==> src/otp_pkg.sv <==
// package for the one-time-programmable parameter store
// shared by the store top, the bank picker and the field extractor
package otp_pkg;
  localparam int BANK_COUNT = 6;
  localparam int BANK_BITS = 128;
  localparam int STORE_BITS = 768;
  localparam int FIXED_BITS = 108;
  localparam int GP_BITS = 20;
  localparam int SEL_W = 3;
  localparam int WORD_W = 32;
  localparam int WORDS_PER_BANK = 4;
  // field positions inside one bank; layout figure not available, so plain choices
  localparam int POS_BANK_VALID = 0;
  localparam int POS_BANK_RETIRED = 1;
  localparam int POS_ADDR_VALID = 2;
  localparam int POS_ADDR = 3;
  localparam int ADDR_W = 48;
  localparam int POS_CONV_VALID = 51;
  localparam int POS_CONV = 52;
  localparam int CONV_W = 16;
  localparam int POS_XTAL_VALID = 68;
  localparam int POS_XTAL = 69;
  localparam int XTAL_W = 15;
  localparam int POS_GAIN_VALID = 84;
  localparam int POS_GAIN = 85;
  localparam int GAIN_W = 11;
  localparam int POS_PHASE_VALID = 96;
  localparam int POS_PHASE = 97;
  localparam int PHASE_W = 11;
  localparam int POS_GP = 108;
  localparam logic [SEL_W-1:0] BANK_FALLBACK = 3'h0;
  // register port map, word indices
  localparam logic [7:0] ADDR_STORE_BASE = 8'h00;
  localparam logic [7:0] ADDR_STORE_LAST = 8'h17;
  localparam logic [7:0] ADDR_STATUS = 8'h20;
  localparam logic [7:0] ADDR_CTRL = 8'h21;
  localparam logic [7:0] ADDR_ADDR_LO = 8'h22;
  localparam logic [7:0] ADDR_ADDR_HI = 8'h23;
  localparam logic [7:0] ADDR_ADDR2_LO = 8'h24;
  localparam logic [7:0] ADDR_ADDR2_HI = 8'h25;
  localparam logic [7:0] ADDR_CAL = 8'h26;
  localparam logic [7:0] ADDR_IMB = 8'h27;
  localparam logic [WORD_W-1:0] CTRL_RESET = 32'h0000_0001;

  typedef enum logic [1:0] {
    ST_IDLE = 2'b00,
    ST_LOAD = 2'b01,
    ST_READY = 2'b10
  } init_state_t;

  typedef struct packed {
    logic addr_ok;
    logic [ADDR_W-1:0] addr;
    logic conv_ok;
    logic [CONV_W-1:0] conv;
    logic xtal_ok;
    logic [XTAL_W-1:0] xtal;
    logic gain_ok;
    logic [GAIN_W-1:0] gain_imbalance_trim;
    logic phase_ok;
    logic [PHASE_W-1:0] phase_imbalance_trim;
  } params_t;
endpackage : otp_pkg

==> src/bank_pick.sv <==
// picks the live bank from the per-bank valid and retired flags
// assumes the fuse image is stable while read
`timescale 1ns/100ps
module bank_pick (
  input wire logic [otp_pkg::STORE_BITS-1:0] i_store,
  output logic [otp_pkg::SEL_W-1:0] o_sel,
  output logic o_found
);
  logic [otp_pkg::BANK_COUNT-1:0] live;

  genvar g;
  generate
    for (g = 0; g < otp_pkg::BANK_COUNT; g++) begin : g_live
      assign live[g] = i_store[g*otp_pkg::BANK_BITS + otp_pkg::POS_BANK_VALID] &
                       ~i_store[g*otp_pkg::BANK_BITS + otp_pkg::POS_BANK_RETIRED];
    end
  endgenerate

  always_comb begin
    o_sel = otp_pkg::BANK_FALLBACK;
    o_found = 1'b0;
    for (int b = 0; b < otp_pkg::BANK_COUNT; b++) begin
      if (live[b]) begin
        o_sel = b[otp_pkg::SEL_W-1:0];
        o_found = 1'b1;
      end
    end
  end
endmodule : bank_pick

==> src/field_extract.sv <==
// splits one bank into its fixed-purpose fields, gated by their validity bits
// assumes the bank layout held in the package
`timescale 1ns/100ps
module field_extract (
  input wire logic [otp_pkg::BANK_BITS-1:0] i_bank,
  input wire logic i_current_mode,
  output otp_pkg::params_t o_params
);
  logic imb_ok;

  always_comb begin
    // both imbalance flags must be set; legacy mode never looks at them
    imb_ok = i_current_mode & i_bank[otp_pkg::POS_GAIN_VALID] &
             i_bank[otp_pkg::POS_PHASE_VALID];
    o_params.addr_ok = i_bank[otp_pkg::POS_ADDR_VALID];
    o_params.addr = o_params.addr_ok ?
                    i_bank[otp_pkg::POS_ADDR +: otp_pkg::ADDR_W] : '0;
    o_params.conv_ok = i_bank[otp_pkg::POS_CONV_VALID];
    o_params.conv = o_params.conv_ok ?
                    i_bank[otp_pkg::POS_CONV +: otp_pkg::CONV_W] : '0;
    o_params.xtal_ok = i_bank[otp_pkg::POS_XTAL_VALID];
    o_params.xtal = o_params.xtal_ok ?
                    i_bank[otp_pkg::POS_XTAL +: otp_pkg::XTAL_W] : '0;
    o_params.gain_ok = imb_ok;
    o_params.gain_imbalance_trim = imb_ok ?
                    i_bank[otp_pkg::POS_GAIN +: otp_pkg::GAIN_W] : '0;
    o_params.phase_ok = imb_ok;
    o_params.phase_imbalance_trim = imb_ok ?
                    i_bank[otp_pkg::POS_PHASE +: otp_pkg::PHASE_W] : '0;
  end
endmodule : field_extract

==> src/otp_param_store.sv <==
// parameter store top: samples the fuse array, picks a bank, exposes parameters
// assumes i_fuse is the static fuse array image, stable from reset release
// How it works
// - 768 fuse bits are readable by the processor after reset release.
// - six identical 128-bit banks numbered zero to five.
// - lowest 108 bits are fixed fields; top 20 bits carry no hardware meaning.
// - secondary address equals selected station address plus one, unsigned.
// - each field has a validity bit; one means usable, zero means ignored; the secondary address still uses the station address when its bit is zero.
// - bank zero ships holding converter and imbalance trims, maybe station address.
// - current mode loads both imbalance trims only when both validity bits set.
// - legacy mode never applies imbalance trims nor checks their bits.
//
// Local design decisions: the address-and-strobe port and the register offsets.
`timescale 1ns/100ps
module otp_param_store (
  input wire logic i_clock,
  input wire logic i_nrst,
  input wire logic [otp_pkg::STORE_BITS-1:0] i_fuse,
  input wire logic [7:0] i_addr,
  input wire logic [31:0] i_wdata,
  input wire logic i_wr,
  input wire logic i_rd,
  output logic [31:0] o_rdata,
  output logic o_ready,
  output logic [otp_pkg::SEL_W-1:0] o_bank,
  output otp_pkg::params_t o_params,
  output logic [otp_pkg::ADDR_W-1:0] o_addr2
);
  // fuse image, taken once after reset so later reads are stable
  logic [otp_pkg::STORE_BITS-1:0] image_q, image_d;
  otp_pkg::init_state_t state_q, state_d;
  logic [31:0] ctrl_q, ctrl_d;
  logic [otp_pkg::SEL_W-1:0] bank_q, bank_d;
  logic found_q, found_d;
  otp_pkg::params_t params_q, params_d;
  logic [otp_pkg::ADDR_W-1:0] addr2_q, addr2_d;
  logic [31:0] rdata_q, rdata_d;

  logic [otp_pkg::SEL_W-1:0] pick_sel;
  logic pick_found;
  logic [otp_pkg::BANK_BITS-1:0] sel_bank;
  otp_pkg::params_t ext_params;

  bank_pick u_pick (
    .i_store(image_q),
    .o_sel(pick_sel),
    .o_found(pick_found)
  );

  // banks are equal slices, fixed fields from package positions
  assign sel_bank = image_q[pick_sel*otp_pkg::BANK_BITS +: otp_pkg::BANK_BITS];

  field_extract u_extract (
    .i_bank(sel_bank),
    .i_current_mode(ctrl_q[0]),
    .o_params(ext_params)
  );

  function automatic logic [31:0] store_word(
    input logic [otp_pkg::STORE_BITS-1:0] img,
    input logic [7:0] idx
  );
    logic [4:0] w;
    w = idx[4:0];
    return img[w*otp_pkg::WORD_W +: otp_pkg::WORD_W];
  endfunction : store_word

  // init sequence: sample, select, then hold
  always_comb begin
    state_d = state_q;
    image_d = image_q;
    bank_d = bank_q;
    found_d = found_q;
    params_d = params_q;
    addr2_d = addr2_q;
    case (state_q)
      otp_pkg::ST_IDLE: begin
        image_d = i_fuse;
        state_d = otp_pkg::ST_LOAD;
      end
      otp_pkg::ST_LOAD: begin
        bank_d = pick_sel;
        found_d = pick_found;
        params_d = ext_params;
        // secondary address is derived regardless of the validity bit
        addr2_d = image_q[pick_sel*otp_pkg::BANK_BITS + otp_pkg::POS_ADDR +: otp_pkg::ADDR_W]
                  + 48'h0000_0000_0001;
        state_d = otp_pkg::ST_READY;
      end
      otp_pkg::ST_READY: begin
        // a mode change reruns selection so the trims follow it
        if (i_wr && i_addr == otp_pkg::ADDR_CTRL && i_wdata[0] != ctrl_q[0]) begin
          state_d = otp_pkg::ST_LOAD;
        end
      end
      default: state_d = otp_pkg::ST_IDLE;
    endcase
  end

  always_ff @(posedge i_clock or negedge i_nrst) begin
    if (!i_nrst) begin
      state_q <= otp_pkg::ST_IDLE;
      image_q <= '0;
      bank_q <= otp_pkg::BANK_FALLBACK;
      found_q <= 1'b0;
      params_q <= '0;
      addr2_q <= '0;
    end else begin
      state_q <= state_d;
      image_q <= image_d;
      bank_q <= bank_d;
      found_q <= found_d;
      params_q <= params_d;
      addr2_q <= addr2_d;
    end
  end

  // register port
  always_comb begin
    ctrl_d = ctrl_q;
    rdata_d = 32'h0000_0000;
    if (i_wr && i_addr == otp_pkg::ADDR_CTRL) begin
      ctrl_d = {31'h0000_0000, i_wdata[0]};
    end
    if (i_rd) begin
      if (i_addr <= otp_pkg::ADDR_STORE_LAST) begin
        rdata_d = store_word(image_q, i_addr);
      end else begin
        case (i_addr)
          otp_pkg::ADDR_STATUS: rdata_d = {24'h00_0000, found_q, bank_q,
                                           state_q == otp_pkg::ST_READY, 3'h0};
          otp_pkg::ADDR_CTRL: rdata_d = ctrl_q;
          otp_pkg::ADDR_ADDR_LO: rdata_d = params_q.addr[31:0];
          otp_pkg::ADDR_ADDR_HI: rdata_d = {15'h0000, params_q.addr_ok, params_q.addr[47:32]};
          otp_pkg::ADDR_ADDR2_LO: rdata_d = addr2_q[31:0];
          otp_pkg::ADDR_ADDR2_HI: rdata_d = {16'h0000, addr2_q[47:32]};
          // fields total 33 bits; the top crystal bit is left out on purpose so the word holds 32
          otp_pkg::ADDR_CAL: rdata_d = {params_q.conv_ok, params_q.conv,
                                        params_q.xtal_ok, params_q.xtal[13:0]};
          otp_pkg::ADDR_IMB: rdata_d = {8'h00, params_q.gain_ok, params_q.gain_imbalance_trim,
                                        params_q.phase_ok,
                                        params_q.phase_imbalance_trim};
          default: rdata_d = 32'h0000_0000;
        endcase
      end
    end
  end

  always_ff @(posedge i_clock or negedge i_nrst) begin
    if (!i_nrst) begin
      ctrl_q <= otp_pkg::CTRL_RESET;
      rdata_q <= 32'h0000_0000;
    end else begin
      ctrl_q <= ctrl_d;
      rdata_q <= rdata_d;
    end
  end

  assign o_rdata = rdata_q;
  assign o_ready = (state_q == otp_pkg::ST_READY);
  assign o_bank = bank_q;
  assign o_params = params_q;
  assign o_addr2 = addr2_q;
endmodule : otp_param_store

==> config.mk <==
export PLATFORM = sky130hd
export DESIGN_NAME = otp_param_store
export DESIGN_NICKNAME = d
export VERILOG_FILES = /design/src/otp_pkg.sv /design/src/bank_pick.sv /design/src/field_extract.sv /design/src/otp_param_store.sv
export SDC_FILE = /design/constraint.sdc
export NUM_CORES = 2
export LEC_CHECK = 0
export BUFFER_PORTS_ARGS = -buffer_cell sky130_fd_sc_hd__buf_2
export CORE_MARGIN = 8
export CORE_UTILIZATION = 35
export CTS_BUF_LIST = sky130_fd_sc_hd__clkbuf_2
export DETAILED_ROUTE_END_ITERATION = 16
export PLACE_DENSITY = 0.52
export SKIP_CTS_REPAIR_TIMING = 1
export SYNTH_ARGS = -nofsm -noshare
export SYNTH_HDL_FRONTEND = slang
export SYNTH_SLANG_ARGS = --single-unit
==> constraint.sdc <==
create_clock -name i_clock -period 4.65 [get_ports i_clock]
set_clock_uncertainty 0.1 [all_clocks]
set_input_delay 0.465 -clock i_clock [delete_from_list [all_inputs] [get_ports i_clock]]
set_output_delay 0.465 -clock i_clock [all_outputs]
set_load 0.01 [all_outputs]
==> results of run 1 <==
[synth_stat cells, drive strengths merged, types with 6 or more instances]
cell      n  share of area [%]
nand4    14               0.18
and3     56               0.73
a22oi    56               0.88
mux2    772                 18
nor2     59               0.48
o221ai    7               0.13
a22o     69                1.3
o22a     16               0.29
a21oi    87               0.93
nand3    51               0.53
a21o      6              0.094
clkbuf  219                1.7
o22ai    58               0.76
nor2b     9               0.12
a211oi    9               0.14
a221oi   14               0.27
mux2i    61                1.3
dfrtp   959                 50
o31ai    16               0.25
a31oi    37               0.48
a41oi    11               0.20
or3b      8               0.15
o211ai    8               0.13
nor4     20               0.34
mux4    228                 11
buf      94               0.90
inv      42               0.33
nand2   458                3.6
a222oi   10               0.21
a311oi   46               0.84
a221o    14               0.29
o21ai   139                1.5
xor2     19               0.35
nor3     24               0.25
nand2b   11               0.14
xnor2    15               0.27
[kinds of logic after synthesis]
kind of cell             count (synthesis)
buffers and inverters                  355
AO/OA/AOI/OAI                          631
XOR/XNOR                                34
adder cells (fa/ha/maj)                  1
flip-flops                             960
multiplexers                          1061
AND/OR/NAND/NOR                        739
[per-stage QoR]
step | std cells | cell area (um^2)
after detailed placement | 6431 | 55900
after global placement | 6431 | 55900
after CTS | 6887 | 58200
after floorplan | 3781 | 48000
==> summary.md, run 1 <==
| Metric | Value |
|---|---|
| Grt repair worst endpoint | `o_addr2[39]$_DFFE_PN0P_/D` |
| Worst End Pin Type | `register input` |
| Largest net degree at the start of global routing | `133` |
| Compound-cell area share of the yosys netlist | `9.15%` |
| Yosys warning count | `0` |
| Site Rows | `136` |
| Post-synthesis cell type count | `76` |
| Post-Synthesis Cell Area | `0.0480 mm^2` |
| Synthesized Nets | `4,594` |
| Synthesized flop and latch total | `960` |
| Main combinational cell family by area after synthesis | `multiplexers` |
| Share of flip-flops with an asynchronous set or reset | `100%` |
| Clock Sink Count | `960` |
| Die X | `386 um` |
| Die H | `386 um` |
| Seq/Total Area, Yosys | `50.1%` |
| Detail Placement HPWL | `189,000 um` |
| Status | `stopped before the end` |
| Clock tree root buffer cell | `clkbuf_2` |
| Gate Count Post-Synth | `3,781` |
| Clock Tree Buf Depth | `4` |
| Fail Step | `5_1_grt` |
| Number of CTS-inserted buffers | `290` |
| Post-synthesis mux area share | `30.1%` |
| GP Congestion | `0.956` |
| Initial Util | `35.0%` |
| Post-synth EDFFs | `0` |
| Pre-CTS setup slack | `225 ps` |
| PortBufs | `970` |
| # IOs | `1,002` |
| Ys flop type | `dfrtp_1` |
| Mean area per synthesized cell | `12.7 um^2` |
| Htree depth | `5` |
| Synth Area in Adders | `0.0261%` |
| Post-Synth Simple-Gate Area | `7.05%` |
| XOR/XNOR Fraction of Synth Area | `0.621%` |
| Tool Error | `[ERROR RSZ-0060] Max buffer count reached.` |
==> run 2, diff against run 1 <==
--- a/config.mk
+++ b/config.mk
@@ -7,10 +7,9 @@
 export LEC_CHECK = 0
 export BUFFER_PORTS_ARGS = -buffer_cell sky130_fd_sc_hd__buf_2
 export CORE_MARGIN = 8
-export CORE_UTILIZATION = 35
-export CTS_BUF_LIST = sky130_fd_sc_hd__clkbuf_2
+export CORE_UTILIZATION = 20
 export DETAILED_ROUTE_END_ITERATION = 16
-export PLACE_DENSITY = 0.52
+export PLACE_DENSITY_LB_ADDON = 0.15
 export SKIP_CTS_REPAIR_TIMING = 1
 export SYNTH_ARGS = -nofsm -noshare
 export SYNTH_HDL_FRONTEND = slang
==> run 2 against run 1 <==
Net effect:
- the run now ends clean
- synthesized area stayed put
- synthesized cell count did not move
==> summary.md, run 2 <==
| Metric | Value |
|---|---|
| Status | `finished, final reports clean (was stopped before the end)` |
| R2R Path Start | `image_q[384]` |
| Mean area per synthesized cell | `12.7 um^2 (unchanged)` |
| Final setup violation count | `0` |
| Post-synthesis cell type count | `76 (unchanged)` |
| Power density over the cells | `823 mW/mm^2` |
| Share of cells above drive strength 1 | `44.0%` |
| Most frequent cells in the layout | `965 x buf_2, 959 x dfrtp_1, 772 x mux2_2, 772 x dlygate4sd3_1, 455 x nand2_1` |
| Slew HR | `8.14%` |
| Clock Tree Buf Depth | `3 (was 4)` |
| Crit-path slowest cell | `o21ai_1` |
| Most common library cells after synthesis | `959 x dfrtp_1, 772 x mux2_2, 458 x nand2_1 (unchanged)` |
| Die X | `506 um (was 386 um)` |
| Hold Fails Final Rpt | `0` |
| CP endpoint | `o_addr2[28]` |
| First-pass GRT wire length | `381,000 um` |
| Via count | `42,500` |
| Post-Synthesis Cell Area | `0.0480 mm^2 (unchanged)` |
| Site Rows | `179 (was 136)` |
| Slew @ Worst Pin | `1380 ps` |
| Synth top area share | `50.0% (unchanged)` |
| Most numerous cell in the Yosys netlist | `dfrtp_1 (unchanged)` |
| Hold Crit Depth | `4` |
| CTS tree | `done` |
| Number of flip-flops in the largest register | `768` |
| CP Data Required Time | `5210 ps` |
| Vias per cell | `4.77` |
| DIE AREA | `0.256 mm^2` |
| Crit path cell chain | `nand2b_1 > nand2_4 > buf_12 > a21oi_1 > buf_4 > o21ai_1 > buf_4 > nor4_1 > buf_4 > nand4_1 > buf_4 > nor4_2 > buf_4 > and3b_1 > o31a_1` |
| Most common cell after layout, fill and taps aside | `buf_2` |
| Levels on crit path | `15` |
| Later-pin clock latency in the skew report | `800 ps` |
| Ys flop type | `dfrtp_1 (unchanged)` |
| Crit path buf inv count | `6` |
| Ranking of synthesized cells by area | `dfrtp_1 50%, mux2_2 18%, mux4_2 11% (unchanged)` |
| Seq/Total Area, Yosys | `50.1% (unchanged)` |
| CP top delay family | `simple AND/OR/NAND/NOR gates` |
| Max-Cap Viols | `0` |
| Crit Reg-Reg Endpoint | `o_addr2[28]` |
| Drt total wl | `292,000 um` |
| DP Cell Count | `7,861 (was 6,431)` |
| Layout area overhead | `46.5%` |
| Nets@finish | `6,411` |
| Final Non-Filler Cells | `8,916` |
| GRT Residual Overflow | `0` |
| Fmax | `0.226 GHz` |
| Vias in the first global route | `40,200` |
| Initial antenna violation count | `117` |
| Final instance area | `0.0703 mm^2` |
| Clock Sink Count | `960 (unchanged)` |
| Reg2reg path depth | `15` |
| PortBufs | `970 (unchanged)` |
| Setup TNS | `0 ps` |
| Largest net degree at the start of global routing | `161` |
| Minimum clock period | `4420 ps` |
| Pre-antenna DRT Iters | `6` |
| Peak supply drop | `0.521 mV` |
| CP startpoint kind | `register` |
| Clock tree root buffer cell | `clkbuf_16 (was clkbuf_2)` |
| Leakage | `30.0 nW` |
| Flop-to-flop setup slack | `230 ps` |
| # IOs | `1,002 (unchanged)` |
| Number of CTS-inserted buffers | `130 (was 290)` |
| Core Region | `0.238 mm^2` |
| Initial Util | `20.1% (was 35.0%)` |
| Critical Path Start | `image_q[384]` |
| CP most frequent cell | `buf_4` |
| Share of flip-flops with an asynchronous set or reset | `100% (unchanged)` |
| GP Congestion | `0.898 (was 0.956)` |
| Post-synth EDFFs | `0 (unchanged)` |
| Htree depth | `4 (was 5)` |
| Critical path endpoint category | `register` |
| Gate Count Post-Synth | `3,781 (unchanged)` |
| Yosys top cell by area | `dfrtp_1 (unchanged)` |
| Period utilisation layout | `95.0%` |
| Post-DRT Antenna Nets | `0` |
| Synthesized Nets | `4,594 (unchanged)` |
| Most flops, register | `image_q` |
| Hold/Removal Path Class | `in2reg` |
| Hold Startpoint | `i_rd` |
| Placed Area | `0.0581 mm^2 (was 0.0559 mm^2)` |
| Die H | `506 um (was 386 um)` |
| Final slew viol count | `0` |
| Largest stage delay, worst path | `750 ps` |
| Wire length per cell | `32.8 um` |
| Residual DRC | `0` |
| Crit path kind | `reg2reg` |
| RSZ-0062 raised after global routing | `false` |
| Initial DRC Count | `3,697` |
| CP Max Fanout | `16` |
| Detail Placement HPWL | `229,000 um (was 189,000 um)` |
| Gr usage total | `21.7%` |
| Synthesized flop and latch total | `960 (unchanged)` |
| Yosys warning count | `0 (unchanged)` |
| Clock transition at path regs | `60 ps` |
| Arr. time, crit path | `4980 ps` |
| Total power | `57.8 mW` |
[run 2: cell type report]
cell class / instances / area [um^2]
antenna: 49 / 123
clock buffer: 183 / 3730
clock inverter: 51 / 592
fill: 24400 / 168000
inverter: 42 / 158
multi-input combinational: 2466 / 22700
sequential: 960 / 24000
tap: 3167 / 3960
timing repair buffer: 1998 / 14900
[run 2: worst min path at each step]
stage,to,slack [ps]
floorplan,found_q,70
global placement,o_params[56],390
detailed placement,image_q[753],390
CTS,image_q[616],-370
global route,o_rdata[29],160
finish,o_rdata[29],170
[run 2: worst reg2reg max path, cell delays in order, from the launching register on]
cell	delay [ps]
dfrtp_1	580
nand2b_1	410
nand2_4	420
buf_12	240
a21oi_1	70
buf_4	130
o21ai_1	750
buf_4	290
nor4_1	60
buf_4	200
nand4_1	160
buf_4	280
nor4_2	100
buf_4	140
and3b_1	160
o31a_1	230
[run 2: logic make-up (layout without fill, tap and decap cells)]
kind of cell | count (synthesis) | count (layout) | synth area share [%]
muxes | 1061 | 1061 | 30.1
DFF | 960 | 960 | 50.1
and+or+nand+nor | 739 | 739 | 7.05
AOI/OAI and AO/OA | 631 | 631 | 9.15
buffers and inverters | 355 | 2274 | 2.94
xor gates and xnor gates | 34 | 34 | 0.621
adders and majority gates | 1 | 1 | 0.0261
other | 0 | 49 | 0
[run 2: per-layer routing]
| metal | track usage [%] | routed length (um) | up-vias | part of all wire, % |
|---|---|---|---|---|
| li1 | - | - | 18000 | - |
| met1 | 32.0 | 141000 | 22200 | 48 |
| met2 | 30.6 | 122000 | 1912 | 42 |
| met3 | 6.16 | 20500 | 437 | 7.0 |
| met4 | 5.90 | 8850 | 50 | 3.0 |
| met5 | 0 | 336 | - | 0.11 |
[run 2: power by group]
part | internal (mW) | switching, mW
clock | 6.11 | 4.21
combinational | 12.5 | 17.6
sequential | 12.4 | 4.94
total | 31.1 | 26.7
[run 2: per-stage QoR]
stage | util, % | hold WS (ps) | worst slack (ps)
after CTS | 26.2 | -366 | 11.8
after floorplan | - | 69.4 | 1370
after global placement | 24.4 | 388 | -13.7
final | 29.5 | 169 | 231
after detailed placement | 24.4 | 394 | 37.9
after global routing | 29.5 | 164 | 110
Note: power is estimated with default switching activity, not from simulation.
